$ cat src/exc_regs.vh
`ifndef EXC_REGS_VH
`define EXC_REGS_VH
// Cause codes (standard encoding)
`define CODE_TLB_LOAD 5'h02
`define CODE_TLB_STORE 5'h03
`define CODE_ADDR_LOAD 5'h04
`define CODE_ADDR_STORE 5'h05
// Vectors
`define VEC_RESET 64'hFFFFFFFFBFC00000
`define VEC_REFILL_BEV0 64'hFFFFFFFF80000000
`define VEC_REFILL_BEV1 64'hFFFFFFFFBFC00200
`define OFS_XREFILL 64'h0000000000000080
`define OFS_COMMON 64'h0000000000000180
// Register offsets
`define REG_STATUS 4'h0
`define REG_CAUSE 4'h1
`define REG_RESTART 4'h2
`define REG_ERR_RESTART 4'h3
`define REG_BAD_ADDR 4'h4
`define REG_ENTRY_HIGH 4'h5
`define REG_CONTEXT 4'h6
`define REG_XCONTEXT 4'h7
`define REG_VECTOR 4'h8
`define REG_ENTRY_LOW 4'h9
// Status bit positions
`define ST_IE 0
`define ST_EXL 1
`define ST_ERL 2
`define ST_KSU_LO 3
`define ST_UX 5
`define ST_SX 6
`define ST_KX 7
`define ST_SR 20
`define ST_TS 21
`define ST_BEV 22
`define STATUS_RST 32'h00400004
// Cause bit positions
`define CA_CODE_LO 2
`define CA_BD 31
`endif

$ cat src/exc_fault_detect.v
`timescale 1ns/1ps
`include "exc_regs.vh"
module exc_fault_detect (
   input wire [63:0] vaddr,
   input wire [1:0] size,
   input wire is_cache,
   input wire is_jump,
   input wire [1:0] mode,
   input wire wide,
   output reg addr_err
);
   reg misalign;
   reg bad_space;
   always @* begin
      misalign = 1'b0;
      bad_space = 1'b0;
      // size: 0 byte, 1 half, 2 word, 3 double
      case (size)
         2'h1: misalign = vaddr[0];
         2'h2: misalign = |vaddr[1:0];
         2'h3: misalign = |vaddr[2:0];
         default: misalign = 1'b0;
      endcase
      if ((is_cache || is_jump) && |vaddr[1:0])
         misalign = 1'b1;
      if (!wide) begin
         // 32-bit space: kseg above 8000_0000, sseg C000_0000-DFFF_FFFF
         if (mode != 2'h0 && vaddr[31] && !(mode == 2'h1 && vaddr[31:29] == 3'h6))
            bad_space = 1'b1;
      end else begin
         if (mode != 2'h0 && vaddr[63:62] == 2'h3 && !(mode == 2'h1 && vaddr[61:40] == 22'h3FFFFF))
            bad_space = 1'b1;
         if (mode == 2'h2 && vaddr[63:62] == 2'h1)
            bad_space = 1'b1;
         if (vaddr[63:62] != 2'h2 && |vaddr[61:40] && !(vaddr[63:62] == 2'h3))
            bad_space = 1'b1;
      end
      addr_err = misalign || bad_space;
   end
endmodule // exc_fault_detect

$ cat src/exc_unit.v
`timescale 1ns/1ps
`include "exc_regs.vh"
module exc_unit (
   input wire clk,
   input wire srst,
   input wire cold_reset_n,
   input wire reset_n,
   input wire nmi,
   input wire boundary,
   input wire [63:0] pc,
   input wire in_delay_slot,
   input wire [63:0] branch_pc,
   input wire fetch_valid,
   input wire [63:0] fetch_addr,
   input wire fetch_mapped,
   input wire fetch_tlb_hit,
   input wire fetch_tlb_valid,
   input wire data_valid,
   input wire data_store,
   input wire data_cache_op,
   input wire [1:0] data_size,
   input wire [63:0] data_addr,
   input wire data_mapped,
   input wire data_tlb_hit,
   input wire data_tlb_valid,
   input wire jump_valid,
   input wire [63:0] jump_target,
   input wire [3:0] reg_addr,
   input wire [63:0] reg_wdata,
   input wire reg_wr,
   input wire reg_rd,
   output reg [63:0] reg_rdata,
   output reg exc_taken,
   output reg [63:0] exc_vector,
   output reg abort_access,
   output reg machines_reset
);
   localparam ST_RUN = 3'h1;
   localparam ST_WARM = 3'h2;
   localparam ST_COLD = 3'h4;
   reg [2:0] state_q;
   reg [31:0] status_q;
   reg [31:0] cause_q;
   reg [63:0] restart_pc_q;
   reg [63:0] error_restart_pc_q;
   reg [63:0] bad_address_reg_q;
   reg [63:0] entry_high_reg_q;
   reg [63:0] context_q;
   reg [63:0] xcontext_q;
   reg [63:0] entry_low_reg_q;
   reg nmi_q;
   // Mode code: 0 kernel, 1 supervisor, 2 user; either level flag forces kernel
   wire [1:0] mode = (status_q[`ST_EXL] || status_q[`ST_ERL]) ? 2'h0 : status_q[4:3];
   wire wide = (mode == 2'h0) ? status_q[`ST_KX] :
      (mode == 2'h1) ? status_q[`ST_SX] : status_q[`ST_UX];
   wire fetch_ae;
   wire data_ae;
   wire jump_ae;
   exc_fault_detect u_fetch (
      .vaddr(fetch_addr), .size(2'h2), .is_cache(1'b0), .is_jump(1'b0),
      .mode(mode), .wide(wide), .addr_err(fetch_ae)
   );
   exc_fault_detect u_data (
      .vaddr(data_addr), .size(data_size), .is_cache(data_cache_op), .is_jump(1'b0),
      .mode(mode), .wide(wide), .addr_err(data_ae)
   );
   exc_fault_detect u_jump (
      .vaddr(jump_target), .size(2'h0), .is_cache(1'b0), .is_jump(1'b1),
      .mode(mode), .wide(wide), .addr_err(jump_ae)
   );
   wire nmi_rise = nmi && !nmi_q;
   reg nmi_pend_q;
   // Fault classification in priority order
   reg [2:0] kind; // 0 none,1 addr,2 refill,3 invalid
   reg is_store;
   reg [63:0] fault_addr;
   always @* begin
      kind = 3'h0;
      is_store = 1'b0;
      fault_addr = 64'h0000000000000000;
      if (fetch_valid && (fetch_ae || (jump_valid && jump_ae))) begin
         kind = 3'h1;
         fault_addr = fetch_ae ? fetch_addr : jump_target;
      end else if (fetch_valid && fetch_mapped && !fetch_tlb_hit) begin
         kind = 3'h2;
         fault_addr = fetch_addr;
      end else if (fetch_valid && fetch_mapped && !fetch_tlb_valid) begin
         kind = 3'h3;
         fault_addr = fetch_addr;
      end else if (data_valid && data_ae) begin
         kind = 3'h1;
         is_store = data_store;
         fault_addr = data_addr;
      end else if (data_valid && data_mapped && !data_tlb_hit) begin
         kind = 3'h2;
         is_store = data_store;
         fault_addr = data_addr;
      end else if (data_valid && data_mapped && !data_tlb_valid) begin
         kind = 3'h3;
         is_store = data_store;
         fault_addr = data_addr;
      end
   end
   wire [63:0] refill_base = status_q[`ST_BEV] ? `VEC_REFILL_BEV1 : `VEC_REFILL_BEV0;
   wire [63:0] common_vec = refill_base + `OFS_COMMON;
   wire take_nmi = nmi_pend_q && boundary;
   always @(posedge clk) begin
      if (srst) begin
         state_q <= ST_COLD;
         status_q <= `STATUS_RST;
         cause_q <= 32'h00000000;
         restart_pc_q <= 64'h0000000000000000;
         error_restart_pc_q <= 64'h0000000000000000;
         bad_address_reg_q <= 64'h0000000000000000;
         entry_high_reg_q <= 64'h0000000000000000;
         context_q <= 64'h0000000000000000;
         xcontext_q <= 64'h0000000000000000;
         entry_low_reg_q <= 64'h0000000000000000;
         nmi_q <= 1'b0;
         nmi_pend_q <= 1'b0;
         exc_taken <= 1'b0;
         exc_vector <= `VEC_RESET;
         abort_access <= 1'b0;
         machines_reset <= 1'b1;
         reg_rdata <= 64'h0000000000000000;
      end else begin
         nmi_q <= nmi;
         exc_taken <= 1'b0;
         abort_access <= 1'b0;
         machines_reset <= 1'b0;
         reg_rdata <= 64'h0000000000000000;
         if (nmi_rise)
            nmi_pend_q <= 1'b1;
         if (reg_rd) begin
            case (reg_addr)
               `REG_STATUS: reg_rdata <= {32'h00000000, status_q};
               `REG_CAUSE: reg_rdata <= {32'h00000000, cause_q};
               `REG_RESTART: reg_rdata <= restart_pc_q;
               `REG_ERR_RESTART: reg_rdata <= error_restart_pc_q;
               `REG_BAD_ADDR: reg_rdata <= bad_address_reg_q;
               `REG_ENTRY_HIGH: reg_rdata <= entry_high_reg_q;
               `REG_CONTEXT: reg_rdata <= context_q;
               `REG_XCONTEXT: reg_rdata <= xcontext_q;
               `REG_VECTOR: reg_rdata <= exc_vector;
               `REG_ENTRY_LOW: reg_rdata <= entry_low_reg_q;
               default: reg_rdata <= 64'h0000000000000000;
            endcase
         end
         if (reg_wr) begin
            case (reg_addr)
               `REG_STATUS: status_q <= reg_wdata[31:0];
               `REG_CAUSE: cause_q <= reg_wdata[31:0];
               `REG_RESTART: restart_pc_q <= reg_wdata;
               `REG_ERR_RESTART: error_restart_pc_q <= reg_wdata;
               `REG_ENTRY_HIGH: entry_high_reg_q <= reg_wdata;
               `REG_CONTEXT: context_q <= reg_wdata;
               `REG_XCONTEXT: xcontext_q <= reg_wdata;
               `REG_ENTRY_LOW: entry_low_reg_q <= reg_wdata;
               default: ;
            endcase
         end
         case (state_q)
            ST_COLD: begin
               machines_reset <= 1'b1;
               if (reset_n && cold_reset_n) begin
                  state_q <= ST_RUN;
                  exc_taken <= 1'b1;
                  exc_vector <= `VEC_RESET;
               end
            end
            ST_RUN: begin
               if (!cold_reset_n) begin
                  state_q <= ST_COLD;
               end else if (!reset_n) begin
                  state_q <= ST_WARM;
                  machines_reset <= 1'b1;
                  abort_access <= 1'b1;
                  if (!status_q[`ST_ERL])
                     error_restart_pc_q <= pc;
                  status_q[`ST_TS] <= 1'b0;
                  status_q[`ST_ERL] <= 1'b1;
                  status_q[`ST_SR] <= 1'b1;
                  status_q[`ST_BEV] <= 1'b1;
                  nmi_pend_q <= 1'b0;
               end else if (take_nmi) begin
                  nmi_pend_q <= 1'b0;
                  exc_taken <= 1'b1;
                  exc_vector <= `VEC_RESET;
                  if (!status_q[`ST_ERL])
                     error_restart_pc_q <= pc;
                  status_q[`ST_TS] <= 1'b0;
                  status_q[`ST_ERL] <= 1'b1;
                  status_q[`ST_SR] <= 1'b1;
                  status_q[`ST_BEV] <= 1'b1;
               end else if (kind != 3'h0) begin
                  exc_taken <= 1'b1;
                  status_q[`ST_EXL] <= 1'b1;
                  if (!status_q[`ST_EXL]) begin
                     restart_pc_q <= in_delay_slot ? branch_pc : pc;
                     cause_q[`CA_BD] <= in_delay_slot;
                  end
                  bad_address_reg_q <= fault_addr;
                  if (kind == 3'h1) begin
                     cause_q[6:2] <= is_store ? `CODE_ADDR_STORE : `CODE_ADDR_LOAD;
                     exc_vector <= common_vec;
                  end else begin
                     cause_q[6:2] <= is_store ? `CODE_TLB_STORE : `CODE_TLB_LOAD;
                     entry_high_reg_q <= {fault_addr[63:13], entry_high_reg_q[12:0]};
                     context_q <= {context_q[63:23], fault_addr[31:13], 4'h0};
                     xcontext_q <= {xcontext_q[63:33], fault_addr[63:62],
                        fault_addr[39:11], 2'h0};
                     if (kind == 3'h2 && !status_q[`ST_EXL])
                        exc_vector <= refill_base + (wide ? `OFS_XREFILL : 64'h0);
                     else
                        exc_vector <= common_vec;
                  end
               end
            end
            ST_WARM: begin
               machines_reset <= 1'b1;
               if (!cold_reset_n)
                  state_q <= ST_COLD;
               else if (reset_n) begin
                  state_q <= ST_RUN;
                  exc_taken <= 1'b1;
                  exc_vector <= `VEC_RESET;
               end
            end
            default: state_q <= ST_COLD;
         endcase
      end
   end
endmodule // exc_unit

$ cat config.mk
export PLATFORM = sky130hd
export DESIGN_NAME = exc_unit
export DESIGN_NICKNAME = d
export VERILOG_FILES = /design/src/exc_fault_detect.v /design/src/exc_unit.v
export VERILOG_INCLUDE_DIRS = /design/src
export SDC_FILE = /design/constraint.sdc
export NUM_CORES = 2
export LEC_CHECK = 0
export BUFFER_PORTS_ARGS = -buffer_cell sky130_fd_sc_hd__buf_2
export CAP_MARGIN = 0
export CORE_ASPECT_RATIO = 1.25
export CORE_MARGIN = 8
export CORE_UTILIZATION = 50
export CTS_CLUSTER_DIAMETER = 60
export DETAILED_ROUTE_END_ITERATION = 12
export GPL_TIMING_DRIVEN = 0
export PLACE_DENSITY = 0.76
export SYNTH_ARGS = -nofsm -noshare
export SYNTH_HDL_FRONTEND = slang
export SYNTH_SLANG_ARGS = --single-unit
$ cat constraint.sdc
create_clock -name clk -period 2.7 [get_ports clk]
set_input_delay 0.27 -clock clk [delete_from_list [all_inputs] [get_ports clk]]
set_output_delay 0.27 -clock clk [all_outputs]
set_load 0.05 [all_outputs]
==> impl_metrics.py <==
metrics = {
    "status": {
        "status": "finished with violations",
        "violations": "hold timing, capacitance limit, setup timing",
    },
    "power": {
        "part_of_the_total_power_dissipated_in_sequential_elements": 0.438,
        "power_report.internal_total_mw": 14.6,
        "pwr-share-clk": 0.420,
        "fraction_of_power_spent_switching_nets": 0.277,
        "power.ir.vdd_worst_mv": 0.503,
        "leakagePower_nw": 14.3,
        "comb_power_share": 0.142,
        "p_sw_mw": 5.59,
        "power_density_nw_per_um2": 543,
    },
    "synthesis": {
        "ys.flop_type": "sky130_fd_sc_hd__dfxtp_1",
        "syn_inst": 3089,
        "synth_common_cells": "sky130_fd_sc_hd__dfxtp_1, sky130_fd_sc_hd__nand2_1, sky130_fd_sc_hd__clkbuf_1",
        "synth_top_cells_by_area": "sky130_fd_sc_hd__dfxtp_1, sky130_fd_sc_hd__mux2i_1, sky130_fd_sc_hd__nand2_1, sky130_fd_sc_hd__a211oi_1, sky130_fd_sc_hd__a21oi_1",
        "synth-seq-cells": 588,
        "post-synth-top-count-cell": "sky130_fd_sc_hd__dfxtp_1",
        "asyncSetResetFlopFracSynth": 0,
        "yosys_warning_count": 0,
        "cell_area_after_technology_mapping_um2": 27400,
        "postSynthAreaPerCell_um2": 8.86,
        "post_synth_num_cell_types": 69,
        "synth_top_cell_by_area": "sky130_fd_sc_hd__dfxtp_1",
        "synth_seq_area_share": 0.430,
        "yosys.area.top_type_share": 0.430,
        "synth_edf_count": 0,
    },
    "sta": {
        "final.period_utilization": 1.24,
        "timing_hold_violations_final": 12,
        "slew_headroom": 0.000238,
        "slew_viol_final": 0,
        "setup_tns_ps": -155550,
        "fin_ws_ps": -651,
        "finClkSkew_ps": 30.4,
        "finalHoldWorstSlack_ps": -33.7,
        "grt_setup_unrepaired": "yes",
        "period_minus_slack_ps": 3350,
        "setup-violations-final": 476,
        "tightest_pin_transition_ps": 1500,
        "fmax_mhz": 298,
    },
    "layout": {
        "final_cell_count_no_fill": 4653,
        "post_route_cells_drive_above_1_share": 0.266,
        "multi_input_area_um2": 15500,
        "num-nets-final": 4268,
        "filler_cell_count": 4395,
        "area.growth.synth_to_final_pct": 35.7,
        "final_core_util": 0.681,
        "register_area_um2": 11800,
    },
    "critical_path": {
        "crit_family": "compound AO/OA/AOI/OAI gates",
        "slowest_stage": "sky130_fd_sc_hd__a311o_2",
        "cell_chain_critical_path": "buf_8, or3b_4, a311o_2, a31o_4, a21oi_2, a311o_2, buf_12, buf_4, a211oi_1, a211oi_1",
        "cp-end-kind": "register",
        "critPathMaxFanout": 10,
        "critical_path_arrival_ps": 3920,
        "timing.setup.critical_path_class": "register to register",
        "worstPathRequired_ps": 3270,
        "crit_path_max_incr_delay_ps": 510,
        "number_of_buffer_and_inverter_instances_along_the_worst_setup_path": 3,
        "cp-start-kind": "register",
    },
    "floorplan": {
        "fp-row-count": 96,
        "floorplan.initialDensity": 0.502,
        "area_enclosed_by_the_die_boundary_um2": 62500,
        "die_x_um": 225,
        "placeable_core_region_um2": 54500,
        "boundaryPins": 541,
        "fp.dieH_um": 278,
    },
    "global_route": {
        "maximum_number_of_pins_on_one_net_before_global_route_repair": 15,
        "first_global_vias": 30300,
        "gr-usage-all-layers": 0.423,
        "grt.overflow.total": 0,
        "wire_length_of_the_first_global_routing_pass_um": 198000,
        "initial_antenna_violation_count": 19,
    },
    "cts": {
        "ctsRootBufferMaster": "sky130_fd_sc_hd__clkbuf_16",
        "tritoncts_clock_tree": "built",
        "clk_pin_slew_ps": 70,
        "tritoncts.num_buffers": 57,
        "cts_buffer_depth": 3,
        "clock_sinks": 588,
        "clk_latency_ps": 660,
        "clock_tree.htree_level_count": 2,
    },
    "route": {
        "vias": 31900,
        "postRouteAntennaNets": 0,
        "route.detailed.vias_per_inst": 6.86,
        "postRouteWirelength_um": 146000,
        "drt-pass1-iter-count": 13,
        "routed_wire_length_per_instance_um": 31.4,
        "drc": 0,
        "detailedRoute.firstIterationViolations": 5095,
    },
    "flow_run": {
        "maxCapViolCount": 1,
    },
    "placement": {
        "preCtsSetupSlack_ps": -2060,
        "dp_cells": 4327,
        "buffer_ports.inserted": 451,
        "placed_wire_length_estimate_um": 104000,
        "gp_congestion": 1.04,
    },
    "min_path": {
        "min-delay-path-class": "input pin to register",
    },
}
## final timing paths
path | from | endpoint | slack, ps | depth (start not counted)
setup / recovery | status_q[4]$_SDFFE_PP0P_ | restart_pc_q[35]$_SDFF_PP0_ | -650 | 10
setup reg to reg | status_q[4]$_SDFFE_PP0P_ | restart_pc_q[35]$_SDFF_PP0_ | -650 | 10
hold / removal | branch_pc[60] | restart_pc_q[60]$_SDFF_PP0_ | -30 | 3
hold reg to reg | cause_q[15]$_SDFFE_PP0P_ | cause_q[15]$_SDFFE_PP0P_ | 450 | 2
## through the flow
step | power (mW) | cell area, um^2
finish | 20.2 | 37100
global route | 20.4 | 37100
CTS | 19.6 | 34800
detailed placement | 11.1 | 30800
global placement | 11.1 | 30700
floorplan | 10.1 | 27600
## area by class of cell
type	instances	area share
Multi-Input combinational cell	2156	0.416
Sequential cell	588	0.317
Timing Repair Buffer	659	0.123
Buffer	390	0.0657
Clock buffer	87	0.0455
Tap cell	735	0.0248
Clock inverter	18	0.00610
Antenna cell	14	0.000943
Inverter	6	0.000606
## worst reg2reg max path, cell delays in order (launching register included)
cell                       delay, ps
sky130_fd_sc_hd__dfxtp_2         340
sky130_fd_sc_hd__buf_8           140
sky130_fd_sc_hd__or3b_4          400
sky130_fd_sc_hd__a311o_2         510
sky130_fd_sc_hd__a31o_4          290
sky130_fd_sc_hd__a21oi_2         320
sky130_fd_sc_hd__a311o_2         460
sky130_fd_sc_hd__buf_12          220
sky130_fd_sc_hd__buf_4           220
sky130_fd_sc_hd__a211oi_1         90
sky130_fd_sc_hd__a211oi_1        290
## flip-flops by register name (all words and copies together), names as in the netlist
| register | cells |
|---|---|
| exc_taken | 1 |
| cause_q | 32 |
| error_restart_pc_q | 64 |
| restart_pc_q | 64 |
| reg_rdata | 64 |
| nmi_q | 1 |
| abort_access | 1 |
| xcontext_q | 64 |
| exc_vector | 4 |
| status_q | 32 |
| machines_reset | 1 |
| bad_address_reg_q | 64 |
| context_q | 64 |
| nmi_pend_q | 1 |
| state_q | 3 |
| entry_high_reg_q | 64 |
| entry_low_reg_q | 64 |
## cells in the final DEF, fill, tap and decap left out, drive strengths merged, types with 7 or more instances in the layout
| cell type | synthesis | layout |
|---|---|---|
| dfxtp | 588 | 588 |
| a22o | 118 | 118 |
| buf | 126 | 673 |
| and2 | 9 | 9 |
| o21ai | 63 | 63 |
| a222oi | 51 | 51 |
| nand3 | 84 | 84 |
| a31oi | 62 | 62 |
| nor3 | 11 | 11 |
| nand2 | 422 | 423 |
| nand4 | 17 | 17 |
| clkbuf | 265 | 356 |
| a32oi | 18 | 18 |
| nor2 | 140 | 140 |
| a21oi | 264 | 264 |
| nor2b | 66 | 66 |
| clkinv | 0 | 12 |
| inv | 6 | 7 |
| dlygate4sd3 | 0 | 106 |
| mux2i | 231 | 231 |
| a311oi | 69 | 69 |
| nor4 | 20 | 20 |
| conb | 2 | 53 |
| a211oi | 219 | 219 |
| diode | 0 | 14 |
| a221oi | 88 | 88 |
| a22oi | 79 | 79 |
| a41oi | 8 | 8 |
| nand2b | 7 | 7 |
## power by group through the flow
| stage | registers (mW) | logic, mW | clock network (mW) |
|---|---|---|---|
| after floorplan | 9.04 | 1.06 | 0 |
| after global placement | 9.03 | 2.06 | 0 |
| after detailed placement | 9.03 | 2.07 | 0 |
| after CTS | 8.84 | 2.37 | 8.35 |
| after global routing | 8.84 | 2.89 | 8.69 |
| final | 8.84 | 2.86 | 8.48 |
## per-layer routing
| layer | up-vias | part of all wire | GRT usage |
|---|---|---|---|
| li1 | 13000 | - | - |
| met1 | 15000 | 0.33 | 0.470 |
| met2 | 2936 | 0.44 | 0.667 |
| met3 | 907 | 0.13 | 0.124 |
| met4 | 10 | 0.10 | 0.340 |
| met5 | - | 0.00047 | 0 |
## cell families (layout without fill, tap and decap cells)
| group | count (synthesis) | count (layout) | synth area share |
|---|---|---|---|
| muxes | 231 | 231 | 0.0845 |
| xor gates and xnor gates | 1 | 1 | 0.000320 |
| and+or+nand+nor | 797 | 798 | 0.128 |
| DFF | 588 | 588 | 0.430 |
| AOI/OAI and AO/OA | 1073 | 1073 | 0.289 |
| buffers and inverters | 397 | 1160 | 0.0678 |
| other | 2 | 67 | 0.000274 |
## what timing repair did
item	CTS	global route
buffers inserted	23	60
setup endpoints to repair	428	478
gates cloned	1	18
hold buffers	106	0
gates resized for setup	199	363
pin swaps	62	136
endpoints found under the hold margin	152	0
No activity file was read; power rests on OpenSTA's default activity.
